**config.mk**
```make
export PLATFORM = sky130hd
export DESIGN_NAME = dbpr_top
export DESIGN_NICKNAME = d
export VERILOG_FILES = /design/src/verilog/dbpr_pkg.sv /design/src/verilog/dbpr_top.sv
export SDC_FILE = /design/constraint.sdc
export NUM_CORES = 1
export LEC_CHECK = 0
export BUFFER_PORTS_ARGS = -buffer_cell sky130_fd_sc_hd__buf_2
export CAP_MARGIN = 0
export CORE_MARGIN = 2
export CORE_UTILIZATION = 52
export DETAILED_ROUTE_END_ITERATION = 8
export GPL_TIMING_DRIVEN = 0
export PLACE_DENSITY = 0.78
export SYNTH_ARGS = -nofsm -noshare
export SYNTH_HDL_FRONTEND = slang
export SYNTH_SLANG_ARGS = --single-unit
```
**constraint.sdc**
```tcl
create_clock -name clk_in -period 3.6 [get_ports clk_in]
set_input_delay 0.54 -clock clk_in [delete_from_list [all_inputs] [get_ports clk_in]]
set_output_delay 0.54 -clock clk_in [all_outputs]
set_load 0.01 [all_outputs]
```
**src/verilog/dbpr_pkg.sv**
```systemverilog
/*
  Shared constants and carrier types of the double-buffered pixel reader.
  Assumes a single 125 MHz system clock and a 32-bit APB register bus.
*/
package dbpr_pkg;

  // ==========================================================
  // Register byte addresses
  localparam logic [31:0] FRONT_ADDR = 32'hff203020;
  localparam logic [31:0] NEXT_ADDR = 32'hff203024;
  localparam logic [31:0] DIM_ADDR = 32'hff203028;
  localparam logic [31:0] STATE_ADDR = 32'hff20302c;
  localparam logic [31:0] EV_STS_ADDR = 32'hff203030;
  localparam logic [31:0] EV_MASK_ADDR = 32'hff203034;

  // ==========================================================
  // Reset values and command codes
  localparam logic [31:0] FRAME_RESET = 32'hc8000000;
  localparam logic [31:0] SWAP_CMD = 32'h00000001;
  localparam logic EN_RESET = 1'b1;

  // ==========================================================
  // Field positions of the state, command and dimension words
  localparam int ST_SWAP = 0;
  localparam int ST_LINEAR = 1;
  localparam int ST_EN = 2;
  localparam int ST_SB_LSB = 6;
  localparam int ST_BS_LSB = 8;
  localparam int ST_N_LSB = 16;
  localparam int ST_M_LSB = 24;
  localparam int DIM_Y_LSB = 16;

  // ==========================================================
  // Event bits of the interrupt status and mask words
  localparam int EV_FRAME = 0;
  localparam int EV_SWAP = 1;
  localparam int EV_NUM = 2;

  // ==========================================================
  // Geometry
  localparam int X_BITS = 9;
  localparam int Y_BITS = 8;
  localparam logic [9:0] SRC_W = 10'h140;
  localparam logic [9:0] SRC_H = 10'h0f0;
  localparam logic [9:0] SCR_W = 10'h280;
  localparam logic [9:0] SCR_H = 10'h1e0;
  localparam logic [9:0] H_TOTAL = 10'h320;
  localparam logic [9:0] V_TOTAL = 10'h20d;
  localparam int PIX_W = 16;
  localparam int PIX_BYTE_BITS = 1;

  // ==========================================================
  // Timing: pixel rate derived from the system clock
  localparam int CLK_HZ = 125000000;
  localparam int PIX_HZ = 25000000;
  localparam int PIX_DIV = CLK_HZ / PIX_HZ;
  localparam int DIV_W = 3;

  // ==========================================================
  // Carrier types
  typedef struct packed {
    logic psel;
    logic penable;
    logic pwrite;
    logic [31:0] paddr;
    logic [31:0] pwdata;
  } dbpr_apb_req_s;

  typedef struct packed {
    logic ack;
    logic [PIX_W-1:0] rdata;
  } dbpr_mem_rsp_s;

  typedef struct packed {
    logic valid;
    logic sof;
    logic [PIX_W-1:0] data;
  } dbpr_pix_s;

  typedef struct packed {
    logic [DIV_W-1:0] div;
    logic [9:0] h;
    logic [9:0] v;
    logic [31:0] front;
    logic [31:0] back;
    logic pend;
    logic en;
    logic [EV_NUM-1:0] sts;
    logic [EV_NUM-1:0] mask;
    logic req;
    logic [31:0] addr;
    logic [PIX_W-1:0] buf_px;
    dbpr_pix_s pix;
    logic pready;
    logic pslverr;
    logic [31:0] prdata;
    logic irq;
  } dbpr_state_s;

endpackage

```
**src/verilog/dbpr_top.sv**
```systemverilog
/*
  Double-buffered pixel reader: APB registers, 640x480 raster timing,
  pixel fetch from frame memory with 2x2 replication, deferred pointer swap.
  Assumes frame memory answers a fetch within two pixel periods (10 clocks)
  and that all inputs come from logic on clk_in.
*/
`timescale 1ns/1ps
module dbpr_top #(
  parameter logic LINEAR_ADDR = 1'b0,
  parameter int SYMBOL_BITS = 8,
  parameter int BEAT_SYMBOLS = 2
) (
  input wire logic clk_in,
  input wire logic rst_n_in,
  input wire dbpr_pkg::dbpr_apb_req_s apb_in,
  output logic [31:0] prdata_out,
  output logic pready_out,
  output logic pslverr_out,
  output logic mem_req_out,
  output logic [31:0] mem_addr_out,
  input wire dbpr_pkg::dbpr_mem_rsp_s mem_in,
  output dbpr_pkg::dbpr_pix_s pix_out,
  output logic irq_out
);

  // ==========================================================
  // Helpers
  function automatic logic [31:0] pix_addr(input logic [31:0] base, input logic [9:0] sx,
                                           input logic [9:0] sy, input logic linear);
    logic [31:0] idx;
    idx = 32'({22'h0, sy} * 32'(dbpr_pkg::SRC_W)) + {22'h0, sx};
    if (linear) begin
      pix_addr = base + 32'(idx << dbpr_pkg::PIX_BYTE_BITS);
    end else begin
      pix_addr = base + {14'h0, sy[7:0], sx[8:0], 1'b0};
    end
  endfunction

  function automatic logic hit(input logic [31:0] a, input logic [31:0] reg_addr);
    hit = (a == reg_addr);
  endfunction

  dbpr_pkg::dbpr_state_s q, d;
  logic tick;
  logic acc;
  logic wr;
  logic rd;
  logic frame_end;
  logic active;
  logic [9:0] nh;
  logic [9:0] nv;
  logic [31:0] state_word;
  logic [31:0] dim_word;
  logic swap_req;
  logic mapped;

  // ==========================================================
  // Read-only words
  always_comb begin
    state_word = 32'h0;
    state_word[dbpr_pkg::ST_SWAP] = q.pend;
    state_word[dbpr_pkg::ST_LINEAR] = LINEAR_ADDR;
    state_word[dbpr_pkg::ST_EN] = q.en;
    state_word[dbpr_pkg::ST_SB_LSB +: 2] = 2'(BEAT_SYMBOLS - 1);
    state_word[dbpr_pkg::ST_BS_LSB +: 4] = 4'(SYMBOL_BITS - 1);
    state_word[dbpr_pkg::ST_N_LSB +: 8] = 8'(dbpr_pkg::X_BITS);
    state_word[dbpr_pkg::ST_M_LSB +: 8] = 8'(dbpr_pkg::Y_BITS);
    dim_word = {6'h0, dbpr_pkg::SRC_H, 6'h0, dbpr_pkg::SRC_W};
  end

  // ==========================================================
  // Bus decode and raster strobes
  always_comb begin
    acc = apb_in.psel & apb_in.penable & q.pready;
    wr = acc & apb_in.pwrite;
    rd = apb_in.psel & apb_in.penable & ~q.pready & ~apb_in.pwrite;
    mapped = hit(apb_in.paddr, dbpr_pkg::FRONT_ADDR) | hit(apb_in.paddr, dbpr_pkg::NEXT_ADDR)
           | hit(apb_in.paddr, dbpr_pkg::DIM_ADDR) | hit(apb_in.paddr, dbpr_pkg::STATE_ADDR)
           | hit(apb_in.paddr, dbpr_pkg::EV_STS_ADDR) | hit(apb_in.paddr, dbpr_pkg::EV_MASK_ADDR);
    swap_req = wr & hit(apb_in.paddr, dbpr_pkg::FRONT_ADDR) & (apb_in.pwdata == dbpr_pkg::SWAP_CMD);
    tick = (q.div == dbpr_pkg::DIV_W'(dbpr_pkg::PIX_DIV - 1));
    frame_end = tick && (q.h == dbpr_pkg::SCR_W - 10'h1) && (q.v == dbpr_pkg::SCR_H - 10'h1);
    active = (q.h < dbpr_pkg::SCR_W) && (q.v < dbpr_pkg::SCR_H);
    // Position two pixels ahead, wrapping into the next line and frame
    if (q.h >= dbpr_pkg::H_TOTAL - 10'h2) begin
      nh = q.h + 10'h2 - dbpr_pkg::H_TOTAL;
      nv = (q.v == dbpr_pkg::V_TOTAL - 10'h1) ? 10'h0 : q.v + 10'h1;
    end else begin
      nh = q.h + 10'h2;
      nv = q.v;
    end
  end

  // ==========================================================
  // Next state
  always_comb begin
    d = q;
    // Pixel-rate divider and raster counters
    d.div = tick ? '0 : q.div + dbpr_pkg::DIV_W'(1);
    if (tick) begin
      if (q.h == dbpr_pkg::H_TOTAL - 10'h1) begin
        d.h = 10'h0;
        d.v = (q.v == dbpr_pkg::V_TOTAL - 10'h1) ? 10'h0 : q.v + 10'h1;
      end else begin
        d.h = q.h + 10'h1;
      end
    end

    // Pixel output: new source pixel on even columns, repeated on odd ones
    if (tick) begin
      d.pix.valid = active;
      d.pix.sof = (q.h == 10'h0) && (q.v == 10'h0);
      if (!active) begin
        d.pix.data = '0;
      end else if (!q.h[0]) begin
        d.pix.data = q.en ? q.buf_px : '0;
      end
    end

    // Memory fetch, two screen columns ahead of the display
    if (mem_in.ack && q.req) begin
      d.req = 1'b0;
      d.buf_px = mem_in.rdata;
    end
    if (tick && q.en && !q.req && !nh[0] && nh < dbpr_pkg::SCR_W && nv < dbpr_pkg::SCR_H) begin
      d.req = 1'b1;
      d.addr = pix_addr(q.front, {1'b0, nh[9:1]}, {1'b0, nv[9:1]}, LINEAR_ADDR);
    end

    // Pointer exchange at frame end, before any fetch of the next frame
    if (frame_end && q.pend) begin
      d.front = q.back;
      d.back = q.front;
      d.pend = 1'b0;
    end

    // Event flags: set wins over write-one-to-clear
    if (wr && hit(apb_in.paddr, dbpr_pkg::EV_STS_ADDR)) begin
      d.sts = q.sts & ~apb_in.pwdata[dbpr_pkg::EV_NUM-1:0];
    end
    if (frame_end) begin
      d.sts[dbpr_pkg::EV_FRAME] = 1'b1;
    end
    if (frame_end && q.pend) begin
      d.sts[dbpr_pkg::EV_SWAP] = 1'b1;
    end
    d.irq = |(d.sts & q.mask);

    // Register writes
    if (swap_req) begin
      d.pend = 1'b1;
    end
    if (wr && hit(apb_in.paddr, dbpr_pkg::NEXT_ADDR) && !(frame_end && q.pend)) begin
      d.back = apb_in.pwdata;
    end
    if (wr && hit(apb_in.paddr, dbpr_pkg::STATE_ADDR)) begin
      d.en = apb_in.pwdata[dbpr_pkg::ST_EN];
    end
    if (wr && hit(apb_in.paddr, dbpr_pkg::EV_MASK_ADDR)) begin
      d.mask = apb_in.pwdata[dbpr_pkg::EV_NUM-1:0];
      d.irq = |(d.sts & apb_in.pwdata[dbpr_pkg::EV_NUM-1:0]);
    end

    // APB answer: one wait state, registered data and error
    d.pready = apb_in.psel & apb_in.penable & ~q.pready;
    d.pslverr = apb_in.psel & apb_in.penable & ~q.pready & ~mapped;
    d.prdata = 32'h0;
    if (rd) begin
      unique case (1'b1)
        hit(apb_in.paddr, dbpr_pkg::FRONT_ADDR): d.prdata = q.front;
        hit(apb_in.paddr, dbpr_pkg::NEXT_ADDR): d.prdata = q.back;
        hit(apb_in.paddr, dbpr_pkg::DIM_ADDR): d.prdata = dim_word;
        hit(apb_in.paddr, dbpr_pkg::STATE_ADDR): d.prdata = state_word;
        hit(apb_in.paddr, dbpr_pkg::EV_STS_ADDR): d.prdata = {30'h0, q.sts};
        hit(apb_in.paddr, dbpr_pkg::EV_MASK_ADDR): d.prdata = {30'h0, q.mask};
        default: d.prdata = 32'h0;
      endcase
    end
  end

  // ==========================================================
  // State register
  always_ff @(posedge clk_in or negedge rst_n_in) begin
    if (!rst_n_in) begin
      q <= '0;
      q.front <= dbpr_pkg::FRAME_RESET;
      q.back <= dbpr_pkg::FRAME_RESET;
      q.en <= dbpr_pkg::EN_RESET;
    end else begin
      q <= d;
    end
  end

  // Outputs straight from the state flops
  assign prdata_out = q.prdata;
  assign pready_out = q.pready;
  assign pslverr_out = q.pslverr;
  assign mem_req_out = q.req;
  assign mem_addr_out = q.addr;
  assign pix_out = q.pix;
  assign irq_out = q.irq;
endmodule // dbpr_top

```
After elaboration in Yosys (flattened, before gate mapping)
Index checks and enable logic that the tools add are counted.

operators by class
  bitwise gates (word level) = 20
  add/subtract/negate cells = 6
  magnitude comparators = 5
  multiplexer cells = 19
  equality and inequality tests = 13
  reductions and logical operators = 28

operator list
  cell                      count
  $eq A32 B32 Y1 const B    6
  $pmux W32 S6              1
  $mux W33                  2
  $mux W32                  2
  $mux W16                  3
  $mux W10                  4
  $add A32 B18 Y32          1
  $eq A32 B1 Y1 const B     1
  $eq A10 B10 Y1 const B    3
  $add A10 B1 Y10 const B   2
  $logic_not A10 Y1         2
  $lt A10 B10 Y1 const B    2
  $lt A10 B9 Y1 const B     2
  $logic_and A1 B1 Y1       16
  $add A10 B2 Y10 const B   1
  $eq A10 B9 Y1 const B     1
  $ge A10 B10 Y1 const B    1
  $sub A10 B10 Y10 const B  1
  $and A1 B1 Y1             8
  $and A2 B2 Y2             3
  $reduce_bool A2 Y1        3
  $mux W1                   5
  $or A1 B1 Y1              5
  $reduce_and A2 Y1         2
  9 further kinds           14

word-level totals
  input port bits = 86
  output and inout bits = 86
  logic and storage cells = 110
  flip-flop bits (word level) = 195

Depth between registers and ports, before layout
Gate-level depths: netlist (run 1).

  depth after elaboration = 9
  mapped depth = 16
  mapped depth without buffers = 16

Worst setup path before layout (run 1)
OpenSTA, ideal clock, no wires.

  kind = register -> register
  from = register q[172] (netlist name)
  to = register q (netlist bit mem_addr_out[31])
  setup time = 0.082 ns
  arrival time = 3.745 ns
  stages on the path, launching flop included = 17
  path slack = -0.227 ns
  period minus slack after synthesis = 3.827 ns
  path buffers = 1
  required time = 3.518 ns
  cell sequence = dfrtp_1 inv_1 ha_1 or4b_4 nor4_4 nand2b_1 o21ai_0 ha_1 a21o_1 nor4b_1 a21boi_0 o21ai_0 a311oi_1 or2_2 clkbuf_1 o21ai_0 a31oi_1

between the ends
  cells in the longest elaborated chain, start to end = 5
  elaborated cells between the ends (all ways) = 7
  those cells by class = add/sub: 2; order compare: 1; eq/ne: 1; mux: 2; reduce/logical: 1

RTL lines
  what                                                      line            RTL
  start: declaration                                        dbpr_top.sv:43  dbpr_pkg::dbpr_state_s q, d;
  $add A10 B1 Y10 or $eq A10 B10 Y1 (tied branches)         dbpr_top.sv:87  nv = (q.v == dbpr_pkg::V_TOTAL - 10'h1) ? 10'h0 : q.v + 10'h1;
  $mux W10                                                  dbpr_top.sv:87
  $mux W10 *                                                dbpr_top.sv:85  if (q.h >= dbpr_pkg::H_TOTAL - 10'h2) begin
  branches (longest 2 deep; another with $add A32 B18 Y32)  --

Every way passes the cells marked *.
A chain may end at the register's enable or synchronous reset.

Final worst setup path (run 1)
  from = register q[188] (netlist name)
  to = register q (netlist bit mem_addr_out[23])

between the ends
  cells in the longest elaborated chain, start to end = 6
  elaborated cells between the ends (all ways) = 12
  those cells by class = add/sub: 3; order compare: 3; mux: 2; reduce/logical: 4

RTL lines
  what
  branches (longest 6 deep; another with $add A32 B18 Y32)

Parallel ways; which one is timed is not known.

==> results.json, run 1 <==
{
  "status": "complete, but fails checks",
  "violations": "setup timing",
  "drive_gt1_frac": 0.370,
  "syn_to_final_growth_pct": 22.4,
  "place_congestion": 0.912,
  "wl_mm": 26.7,
  "final_max_slew_viol_count": 0,
  "rsz0062_at_grt": "true",
  "multi_input_area_um2": 4890,
  "synth_cells": 1041,
  "port-buffer-count": 170,
  "htreeDepth": 4,
  "drv_cap": 0,
  "ys_ff_latch": 195,
  "vias_per_cell": 5.58,
  "post-route-util": 0.651,
  "fp.dieW_um": 145,
  "nFillCells": 1559,
  "post_drt_wl_per_cell_um": 17.5,
  "syn_area_per_cell_um2": 9.97,
  "row_count": 51,
  "postCtsHoldBufs": 0,
  "synth_area_leader_cell": "dfrtp_1",
  "setup_ws_ns": -0.0564,
  "die_area_um2": 21100,
  "cts_inserted_buffers": 17,
  "ir_drop_mv": 0.341,
  "grt_pass1_vias": 8324,
  "rr_endpoint": "mem_addr_out[23]",
  "clk_latency_ns": 0.44,
  "finalHoldViolCount": 0,
  "period_share": 1.02,
  "maxSlewHeadroom": 0.115,
  "grt_pass1_wl_mm": 42.4,
  "worstReg2RegStart": "q[188]",
  "clkSlewWorstSetupHoldPaths_ns": 0.07,
  "endpoint": "mem_addr_out[23]",
  "drt_iter0_drc": 729,
  "yosys_warnings": 0,
  "antenna_found_initial": 0,
  "drt-pass1-iter-count": 5,
  "synthArstFlopShare": 1.00,
  "core_region_area_um2": 19500,
  "hpwl_mm": 18.8,
  "final_area_um2": 12700,
  "start_util": 0.532,
  "reg2reg_slack_ns": -0.06,
  "fmax_mhz": 273,
  "fin_crit_ns": 3.66,
  "postRouteAntennaNets": 0,
  "synth.area.top_cells": "dfrtp_1 (45%), mux2_2 (7.6%), buf_4 (6.3%)",
  "drc": 0,
  "nets": 1359,
  "power.density_nw_per_um2": 334,
  "crit_fanout": 10,
  "cts_max_path_buffers": 2,
  "cts_tree": "done",
  "arrival_ns": 4.01,
  "postPlaceCellArea_um2": 11600,
  "synth.top_cell.area_share": 0.453,
  "syn_nets": 1152,
  "power.leakage_nw": 6.14,
  "r2r_cells": 15,
  "overflow": 0,
  "cp-start-kind": "flip-flop",
  "synth.distinct_cells": 62,
  "path_class": "reg -> reg",
  "syn_area_um2": 10400,
  "synth_edf_count": 0,
  "fin_tns_setup_ns": -0.167,
  "cp.required_ns": 3.95,
  "worst_pin_slew_ns": 1.31,
  "die_y_um": 145,
  "setup_viol_count_final": 5,
  "grt_usage": 0.249,
  "fin_hold_ws_ns": 0.122,
  "critPathCaptureType": "flip-flop",
  "crit_start": "q[188]",
  "clock-sinks": 195,
  "via_count": 8517,
  "yosysSeqAreaShare": 0.471,
  "worstHoldPathType": "in -> async",
  "ys.flop_type": "dfrtp_1",
  "place_ws_ns": -0.576,
  "ff_latch_area_um2": 4890,
  "clockRootBuffer": "clkbuf_16",
  "clock_skew_ns": 0.00952,
  "diodes": 0,
  "ios": 172,
  "grt_max_degree": 104
}
==> critical path, stage by stage, from the launching register on <==
cell,delay (ns)
dfrtp_2,0.45
or3_4,0.35
buf_8,0.15
o221a_2,0.32
a21oi_2,0.17
nor2_2,0.07
ha_4,0.29
o21a_1,0.15
o211ai_1,0.16
a21o_1,0.25
o21ai_2,0.19
a311oi_2,0.13
or2_4,0.28
buf_8,0.14
or3_1,0.30
a31oi_1,0.15
==> report_power, final <==
group	internal, mW	leakage [nW]	switching [mW]
clock	1.08	0.288	0.845
combinational	0.0425	3.35	0.0773
sequential	2.19	2.51	0.000746
==> per-stage QoR <==
step | power [mW] | cells
final | 4.24 | 1526
after global placement | 2.35 | 1476
after detailed placement | 2.36 | 1477
after floorplan | 2.24 | 1041
after global routing | 4.37 | 1526
after CTS | 4.27 | 1521
==> what timing repair did <==
item                       4_1_cts  5_1_grt
setup endpoints to repair       19       20
resized for setup               39       39
setup buffers                   18        6
pin swaps                       21       25
==> cell usage after synthesis, drive strengths merged, types with 18 or more instances <==
master	count
ha	24
nor2	101
a21oi	78
nand2	88
o21ai	48
dfrtp	188
nand3	36
xnor2	32
buf	101
a22oi	21
clkbuf	35
mux2	70
mux2i	34
nor3	18
==> layout by cell type (no fill, tap or decap), types with 5 or more instances in the layout <==
| cell | Yosys | layout |
|---|---|---|
| inv_1 | 17 | 16 |
| nor2_1 | 101 | 100 |
| and2_1 | 7 | 6 |
| ha_1 | 24 | 16 |
| dfstp_2 | 7 | 7 |
| nor4_1 | 11 | 11 |
| o21ai_0 | 46 | 39 |
| xor2_1 | 10 | 10 |
| nor3_1 | 17 | 11 |
| dfrtp_1 | 188 | 183 |
| o21bai_1 | 6 | 5 |
| nor3_2 | 1 | 6 |
| xnor2_1 | 32 | 28 |
| mux2i_1 | 34 | 34 |
| buf_1 | 7 | 7 |
| a21oi_2 | 0 | 6 |
| ha_4 | 0 | 7 |
| buf_2 | 5 | 175 |
| dfrtp_2 | 0 | 5 |
| clkbuf_1 | 35 | 24 |
| a31oi_1 | 10 | 8 |
| clkbuf_16 | 0 | 17 |
| nand2_1 | 88 | 88 |
| or3_1 | 8 | 6 |
| nand2b_1 | 6 | 5 |
| o31ai_1 | 5 | 5 |
| a21oi_1 | 78 | 71 |
| buf_4 | 87 | 110 |
| mux2_2 | 70 | 70 |
| nand3_1 | 36 | 36 |
| nand4_1 | 10 | 10 |
| a22oi_1 | 21 | 21 |
| a21o_1 | 9 | 9 |
| and3_1 | 9 | 7 |
==> final cells by class <==
class                           instances  share of cell area
Clock buffer                           21              0.0370
Tap cell                              265              0.0261
Inverter                               17             0.00502
Buffer                                129              0.0676
Clock inverter                         11             0.00995
Multi-Input combinational cell        693               0.385
Timing Repair Buffer                  195              0.0844
Sequential cell                       195               0.385
==> sequential cells by signal, indices dropped and copies added (netlist names) <==
| signal | flops |
|---|---|
| irq_out | 1 |
| mem_addr_out | 32 |
| mem_req_out | 1 |
| pix_out | 18 |
| prdata_out | 32 |
| pready_out | 1 |
| pslverr_out | 1 |
| q | 109 |
==> how the worst min path moves through the flow <==
stage / endpoint / depth (start not counted) / startpoint
6_report: prdata_out[4] / 1 / rst_n_in
3_5_place_dp: pix_out[0] / 2 / pix_out[0]
5_1_grt: prdata_out[4] / 1 / rst_n_in
3_3_place_gp: pix_out[4] / 2 / pix_out[4]
4_1_cts: prdata_out[4] / 1 / rst_n_in
2_1_floorplan: irq_out / 0 / rst_n_in
==> per-layer routing <==
metal | vias to the layer above | wire [µm] | global-route usage
li1 | 4002 | - | -
met4 | 0 | 818 | 0.0995
met2 | 322 | 13300 | 0.423
met1 | 4132 | 11100 | 0.320
met3 | 61 | 1430 | 0.0387
met5 | - | 0 | 0
==> cells by family after synthesis <==
| family | Yosys count | share of synthesized area |
|---|---|---|
| AOI/OAI and AO/OA | 203 | 0.118 |
| xor gates and xnor gates | 42 | 0.0354 |
| buffers and inverters | 153 | 0.0888 |
| and+or+nand+nor | 319 | 0.147 |
| muxes | 104 | 0.109 |
| adders and majority gates | 25 | 0.0308 |
| DFF | 195 | 0.471 |
Power figures use the tool's default switching activity.
==> run 2: changes to the inputs <==
--- a/config.mk
+++ b/config.mk
@@ -5,6 +5,7 @@
 export SDC_FILE = /design/constraint.sdc
 export NUM_CORES = 1
 export LEC_CHECK = 0
+export ABC_AREA = 1
 export BUFFER_PORTS_ARGS = -buffer_cell sky130_fd_sc_hd__buf_2
 export CAP_MARGIN = 0
 export CORE_MARGIN = 2
==> run 2 against run 1 <==
The run now ends clean. Final area grew 2.5%. Worst hold slack worse by 0.019 ns. Routed wire length rose by 16%. Total power is 7.7% higher. Critical path type unchanged. Largest power group unchanged.
==> results.json, run 2 <==
{
  "critPathCaptureType": "flip-flop",
  "yosys_warnings": 0,
  "ys_ff_latch": 195,
  "synth.distinct_cells": 41,
  "ir_drop_mv": 0.280,
  "crit_start": "q[183]",
  "postRouteAntennaNets": 0,
  "row_count": 53,
  "clock_power_share": 0.441,
  "fmax_mhz": 307,
  "status": "finished clean",
  "rsz0062_at_grt": "true",
  "drt-pass1-iter-count": 5,
  "start_util": 0.531,
  "drc": 0,
  "clkSlewWorstSetupHoldPaths_ns": 0.07,
  "synth_cells": 1442,
  "synth_area_leader_cell": "dfrtp_1",
  "cts_max_path_buffers": 2,
  "nets": 1743,
  "drive_gt1_frac": 0.223,
  "place_congestion": 0.971,
  "fin_crit_ns": 3.26,
  "p_int_mw": 3.53,
  "path_cells": "ha_1, nand3_2, nor2_1, nand3_2, nand2_4, buf_6, o21ai_0, ha_1, nand2_1, o21ai_0, inv_1, nand2_1, inv_1, nand2_1, nand2_1, nand2_1, nand2_1, nand2_1, nand3_1, nand2_1",
  "grt_max_degree": 101,
  "switching_share": 0.227,
  "grt_usage": 0.282,
  "post-route-util": 0.619,
  "syn_area_per_cell_um2": 7.74,
  "worstHoldPathType": "in -> async",
  "clk_latency_ns": 0.44,
  "hpwl_mm": 23.7,
  "worstReg2RegStart": "q[183]",
  "die_area_um2": 22600,
  "syn_area_um2": 11200,
  "fin_tns_setup_ns": 0,
  "yosysSeqAreaShare": 0.438,
  "finalHoldViolCount": 0,
  "via_count": 10219,
  "final_common_cell": "nand2_1",
  "syn_to_final_growth_pct": 16.7,
  "worst_path_most_repeated_cell": "nand2_1",
  "drt_iter0_drc": 926,
  "ios": 172,
  "ys.flop_type": "dfrtp_1",
  "power.leakage_nw": 6.95,
  "cp.required_ns": 3.98,
  "final_area_um2": 13000,
  "regMostFlops": "q",
  "fin_hold_ws_ns": 0.103,
  "fp.dieW_um": 150,
  "clock-sinks": 195,
  "synth_edf_count": 0,
  "grt_pass1_vias": 9829,
  "post_cts_resized": 0,
  "htreeDepth": 4,
  "worst_pin_slew_ns": 0.759,
  "crit_fanout": 10,
  "max_stage_delay_ns": 0.46,
  "p_seq_frac": 0.499,
  "die_y_um": 150,
  "final_cells": 1920,
  "yosysMostFrequentCell": "nand2_1",
  "largest_register_ffs": 109,
  "syn_nets": 1553,
  "maxSlewHeadroom": 0.490,
  "clockRootBuffer": "clkbuf_16",
  "final_max_slew_viol_count": 0,
  "drv_cap": 0,
  "overflow": 0,
  "postPlaceCellArea_um2": 12400,
  "switching_power_mw": 1.04,
  "post_drt_wl_per_cell_um": 16.1,
  "postCtsSetupBuffers": 0,
  "power.density_nw_per_um2": 351,
  "nFillCells": 1902,
  "period_share": 0.905,
  "synth.area.top_cells": "dfrtp_1 (42%), nand2_1 (15%), buf_4 (5.9%)",
  "antenna_found_initial": 0,
  "grt_pass1_wl_mm": 49.8,
  "core_region_area_um2": 21000,
  "final_cell_mix": "nand2_1 (440), dfrtp_1 (187), buf_2 (185)",
  "crit_path_top_delay_cell": "ha_1",
  "path_class": "reg -> reg",
  "dp.cells": 1888,
  "synthArstFlopShare": 1.00,
  "cts_tree": "done",
  "cts_inserted_buffers": 17,
  "postCtsHoldBufs": 0,
  "arrival_ns": 3.63,
  "vias_per_cell": 5.32,
  "cp-start-kind": "flip-flop",
  "synth.top_cell.area_share": 0.422,
  "setup_viol_count_final": 0,
  "wl_mm": 30.9,
  "port-buffer-count": 170,
  "ys_top_cells_by_count": "nand2_1 (440), dfrtp_1 (188), inv_1 (136)",
  "combPwrFrac": 0.060,
  "diodes": 0,
  "clock_skew_ns": 0.0121
}
## run 2: cell types whose count changed in the layout (fill, tap and decap cells not counted), moves of 10 or more
cell / previous run / this run
inv_1: 16 / 136
mux2_2: 70 / 16
buf_4: 110 / 88
nand4_1: 10 / 36
nand3_1: 36 / 88
o21ai_0: 39 / 72
a22oi_1: 21 / 0
o211ai_1: 4 / 31
clkbuf_1: 24 / 14
nand2_1: 88 / 440
buf_2: 175 / 185
xnor2_1: 28 / 4
mux2i_1: 34 / 0
## run 2: through the flow
step,worst slack [ns],power (mW)
detailed placement,0.325,2.60
global route,-0.00650,4.73
CTS,0.309,4.59
global placement,-1.19,2.58
finish,0.343,4.57
floorplan,0.902,2.44
## run 2: metal layers
metal,vias to the layer above,global-route usage,routed length (µm)
li1,4976,-,-
met1,4822,0.389,13400
met2,368,0.447,14700
met3,53,0.0500,1940
met4,0,0.104,841
met5,-,0,0
## run 2: worst max-delay path, delay by kind of cell (launching register included)
kind / cells / cell delay (ns)
buf+inv: 3 / 0.27
fa+ha+maj: 2 / 0.70
flops: 1 / 0.44
compound gates: 2 / 0.34
simple gates: 13 / 1.45
## run 2: cell families (layout without fill, tap and decap cells)
| logic type | count (synthesis) | in the layout | share of synthesized area |
|---|---|---|---|
| multiplexers | 16 | 16 | 0.0161 |
| XOR/XNOR | 24 | 24 | 0.0188 |
| adder cells (fa/ha/maj) | 25 | 25 | 0.0287 |
| AO/OA/AOI/OAI | 188 | 188 | 0.0931 |
| buffers and inverters | 267 | 470 | 0.123 |
| flip-flops | 195 | 195 | 0.438 |
| AND/OR/NAND/NOR | 727 | 727 | 0.282 |
## run 2: worst paths after layout
kind,to,slack (ns),depth (start not counted)
hold reg to reg,q[192],0.47,1
setup / recovery,mem_addr_out[19],0.34,20
hold / removal,mem_addr_out[16],0.10,1
setup reg to reg,mem_addr_out[19],0.34,20
max in group asynchronous,q[106],2.55,2
min in group clk_in,mem_req_out,0.29,2
## run 2: power by group through the flow
| stage | clock network (mW) | logic, mW | registers (mW) |
|---|---|---|---|
| 2_1_floorplan | 0 | 0.130 | 2.31 |
| 3_3_place_gp | 0 | 0.266 | 2.32 |
| 3_5_place_dp | 0 | 0.278 | 2.32 |
| 4_1_cts | 2.03 | 0.279 | 2.28 |
| 5_1_grt | 2.14 | 0.307 | 2.29 |
| 6_report | 2.02 | 0.275 | 2.28 |
## run 2: cell type report
cell class / count / area (µm²) / area share
clock buffers: 20 / 457 / 0.0351
inverters: 144 / 543 / 0.0417
flip-flops and latches: 195 / 4890 / 0.375
repair buffers: 171 / 888 / 0.0682
clock inverters: 12 / 166 / 0.0128
multi-input cells: 980 / 4900 / 0.376
well taps: 275 / 344 / 0.0264
plain buffers: 123 / 835 / 0.0641
==> run 3: changes to the inputs <==
--- a/config.mk
+++ b/config.mk
@@ -6,13 +6,14 @@
 export NUM_CORES = 1
 export LEC_CHECK = 0
 export ABC_AREA = 1
-export BUFFER_PORTS_ARGS = -buffer_cell sky130_fd_sc_hd__buf_2
 export CAP_MARGIN = 0
 export CORE_MARGIN = 2
-export CORE_UTILIZATION = 52
+export CORE_UTILIZATION = 58
 export DETAILED_ROUTE_END_ITERATION = 8
+export DONT_BUFFER_PORTS = 1
 export GPL_TIMING_DRIVEN = 0
-export PLACE_DENSITY = 0.78
+export PLACE_DENSITY = 0.77
+export SKIP_LAST_GASP = 1
 export SYNTH_ARGS = -nofsm -noshare
 export SYNTH_HDL_FRONTEND = slang
 export SYNTH_SLANG_ARGS = --single-unit
==> run 3 against run 2 <==
The flow now finishes with violations (hold timing). Clock skew decreased by 0.0019 ns. Cell count decreased by 11%. Total power decreased by 3.7%. Via count decreased by 6.8%. Count of clock-buffer cells in the layout decreased by 1. Largest power group unchanged.
==> results.json, run 3 (synthesis gave the netlist of run 2 again) <==
{
  "worst_path_most_repeated_cell": "nand2_1",
  "clock_skew_ns": 0.0102,
  "setup_viol_count_final": 0,
  "crit_path_top_delay_cell": "dfrtp_1",
  "antenna_found_initial": 0,
  "nets": 1572,
  "fin_tns_setup_ns": 0,
  "clock-sinks": 195,
  "die_area_um2": 20400,
  "largest_register_ffs": 109,
  "max_stage_delay_ns": 0.47,
  "violations": "hold timing",
  "place_congestion": 0.944,
  "regMostFlops": "q",
  "worstReg2RegStart": "q[184]",
  "fmax_mhz": 305,
  "rsz0062_at_grt": "false",
  "drive_gt1_frac": 0.133,
  "maxSlewHeadroom": 0.444,
  "diodes": 0,
  "post-route-util": 0.643,
  "path_class": "reg -> reg",
  "rr_endpoint": "mem_addr_out[18]",
  "critPathCaptureType": "flip-flop",
  "cp-start-kind": "flip-flop",
  "vias_per_cell": 5.58,
  "grt_pass1_wl_mm": 47.0,
  "drc": 0,
  "path_cells": "ha_1, nand3_2, nor2_1, nand3_2, nand2_4, buf_6, nand2_1, o21ai_0, ha_1, a21oi_1, o21ai_0, inv_1, nand2_1, inv_1, nand2_1, nand2_1, nand2_1, nand2_1, nand2_1, nand3_1, nand2_1",
  "finalHoldViolCount": 188,
  "clk_latency_ns": 0.44,
  "multi_input_area_um2": 4900,
  "die_y_um": 143,
  "ir_drop_mv": 0.317,
  "cts_max_path_buffers": 2,
  "cts_tree": "done",
  "core_region_area_um2": 18800,
  "wl_mm": 29.3,
  "postRouteAntennaNets": 0,
  "nFillCells": 1678,
  "status": "complete, but fails checks",
  "grt_max_degree": 196,
  "ios": 172,
  "overflow": 0,
  "via_count": 9528,
  "cts_inserted_buffers": 17,
  "final_common_cell": "nand2_1",
  "final_max_slew_viol_count": 0,
  "port-buffer-count": 0,
  "syn_to_final_growth_pct": 8.22,
  "power.leakage_nw": 6.16,
  "clockRootBuffer": "clkbuf_16",
  "final_cell_mix": "nand2_1 (440), dfrtp_1 (188), inv_1 (136)",
  "power.density_nw_per_um2": 364,
  "crit_start": "q[184]",
  "period_share": 0.911,
  "crit_fanout": 10,
  "fp.dieW_um": 143,
  "worst_pin_slew_ns": 0.827,
  "drv_cap": 0,
  "clkSlewWorstSetupHoldPaths_ns": 0.07,
  "drt-pass1-iter-count": 7,
  "reg2reg_slack_ns": 0.32,
  "grt_usage": 0.297,
  "post_drt_wl_per_cell_um": 17.1,
  "r2r_cells": 21,
  "cp.required_ns": 3.93,
  "ff_latch_area_um2": 4890,
  "row_count": 50,
  "worstHoldPathType": "in -> async",
  "htreeDepth": 4,
  "drt_iter0_drc": 913,
  "fin_hold_ws_ns": -0.211,
  "fin_crit_ns": 3.28,
  "grt_pass1_vias": 9071,
  "start_util": 0.595,
  "hpwl_mm": 22.2,
  "arrival_ns": 3.61
}
[run 3: changes by cell type in the layout (fill, tap and decap cells not counted), sizes merged]
cell,change
clkinvlp,-1
buf,-171
inv,+1
clkinv,+2
clkbuf,-1
bufinv,-1
[run 3: layer usage]
| metal | vias up | part of all wire | GRT usage |
|---|---|---|---|
| met4 | 0 | 0.041 | 0.130 |
| met3 | 71 | 0.064 | 0.0587 |
| met1 | 4478 | 0.43 | 0.413 |
| li1 | 4649 | - | - |
| met5 | - | 0 | 0 |
| met2 | 330 | 0.46 | 0.455 |
[run 3: report_power, final]
group / internal, mW / switching, mW / total [mW] / leakage (nW)
clock network: 1.08 / 0.891 / 1.98 / 0.296
logic: 0.0811 / 0.0635 / 0.145 / 3.43
registers: 2.25 / 0.0306 / 2.28 / 2.43
[run 3: per-stage QoR]
step	setup WS (ns)	std cells	instance area, µm²	hold WS, ns	power, mW
5_1_grt	0.00788	1708	12100	-0.225	4.53
3_3_place_gp	0.393	1676	11500	0.250	2.46
2_1_floorplan	0.902	1442	11200	0.244	2.44
4_1_cts	0.346	1708	12100	-0.222	4.42
6_report	0.322	1708	12100	-0.211	4.40
3_5_place_dp	0.375	1676	11500	0.249	2.47
[run 3: worst max-delay path, delay by kind of cell, from the launching register on]
family,cells,cell delay (ns)
flops,1,0.47
simple gates,13,1.23
fa+ha+maj,2,0.60
compound gates,3,0.55
buf+inv,3,0.29
[run 3: what timing repair did]
action | 4_1_cts | 5_1_grt
setup endpoints to repair | 0 | 2
setup buffers | 0 | 0
hold endpoints to repair | 195 | 188
gates resized for setup | 0 | 1
[run 3: cell type report]
class	count	area share
well taps	234	0.0242
multi-input cells	980	0.406
clock buffers	19	0.0375
inverters	144	0.0450
flip-flops and latches	195	0.405
plain buffers	123	0.0691
clock inverters	13	0.0136
[run 3: worst max-delay path by stage]
stage	to	slack [ns]	cells past startpoint
6_report	mem_addr_out[18]	0.32	21
5_1_grt	mem_addr_out[18]	0.008	20
3_5_place_dp	mem_addr_out[29]	0.38	21
3_3_place_gp	mem_addr_out[18]	0.39	20
2_1_floorplan	mem_addr_out[30]	0.90	18
4_1_cts	mem_addr_out[29]	0.35	21
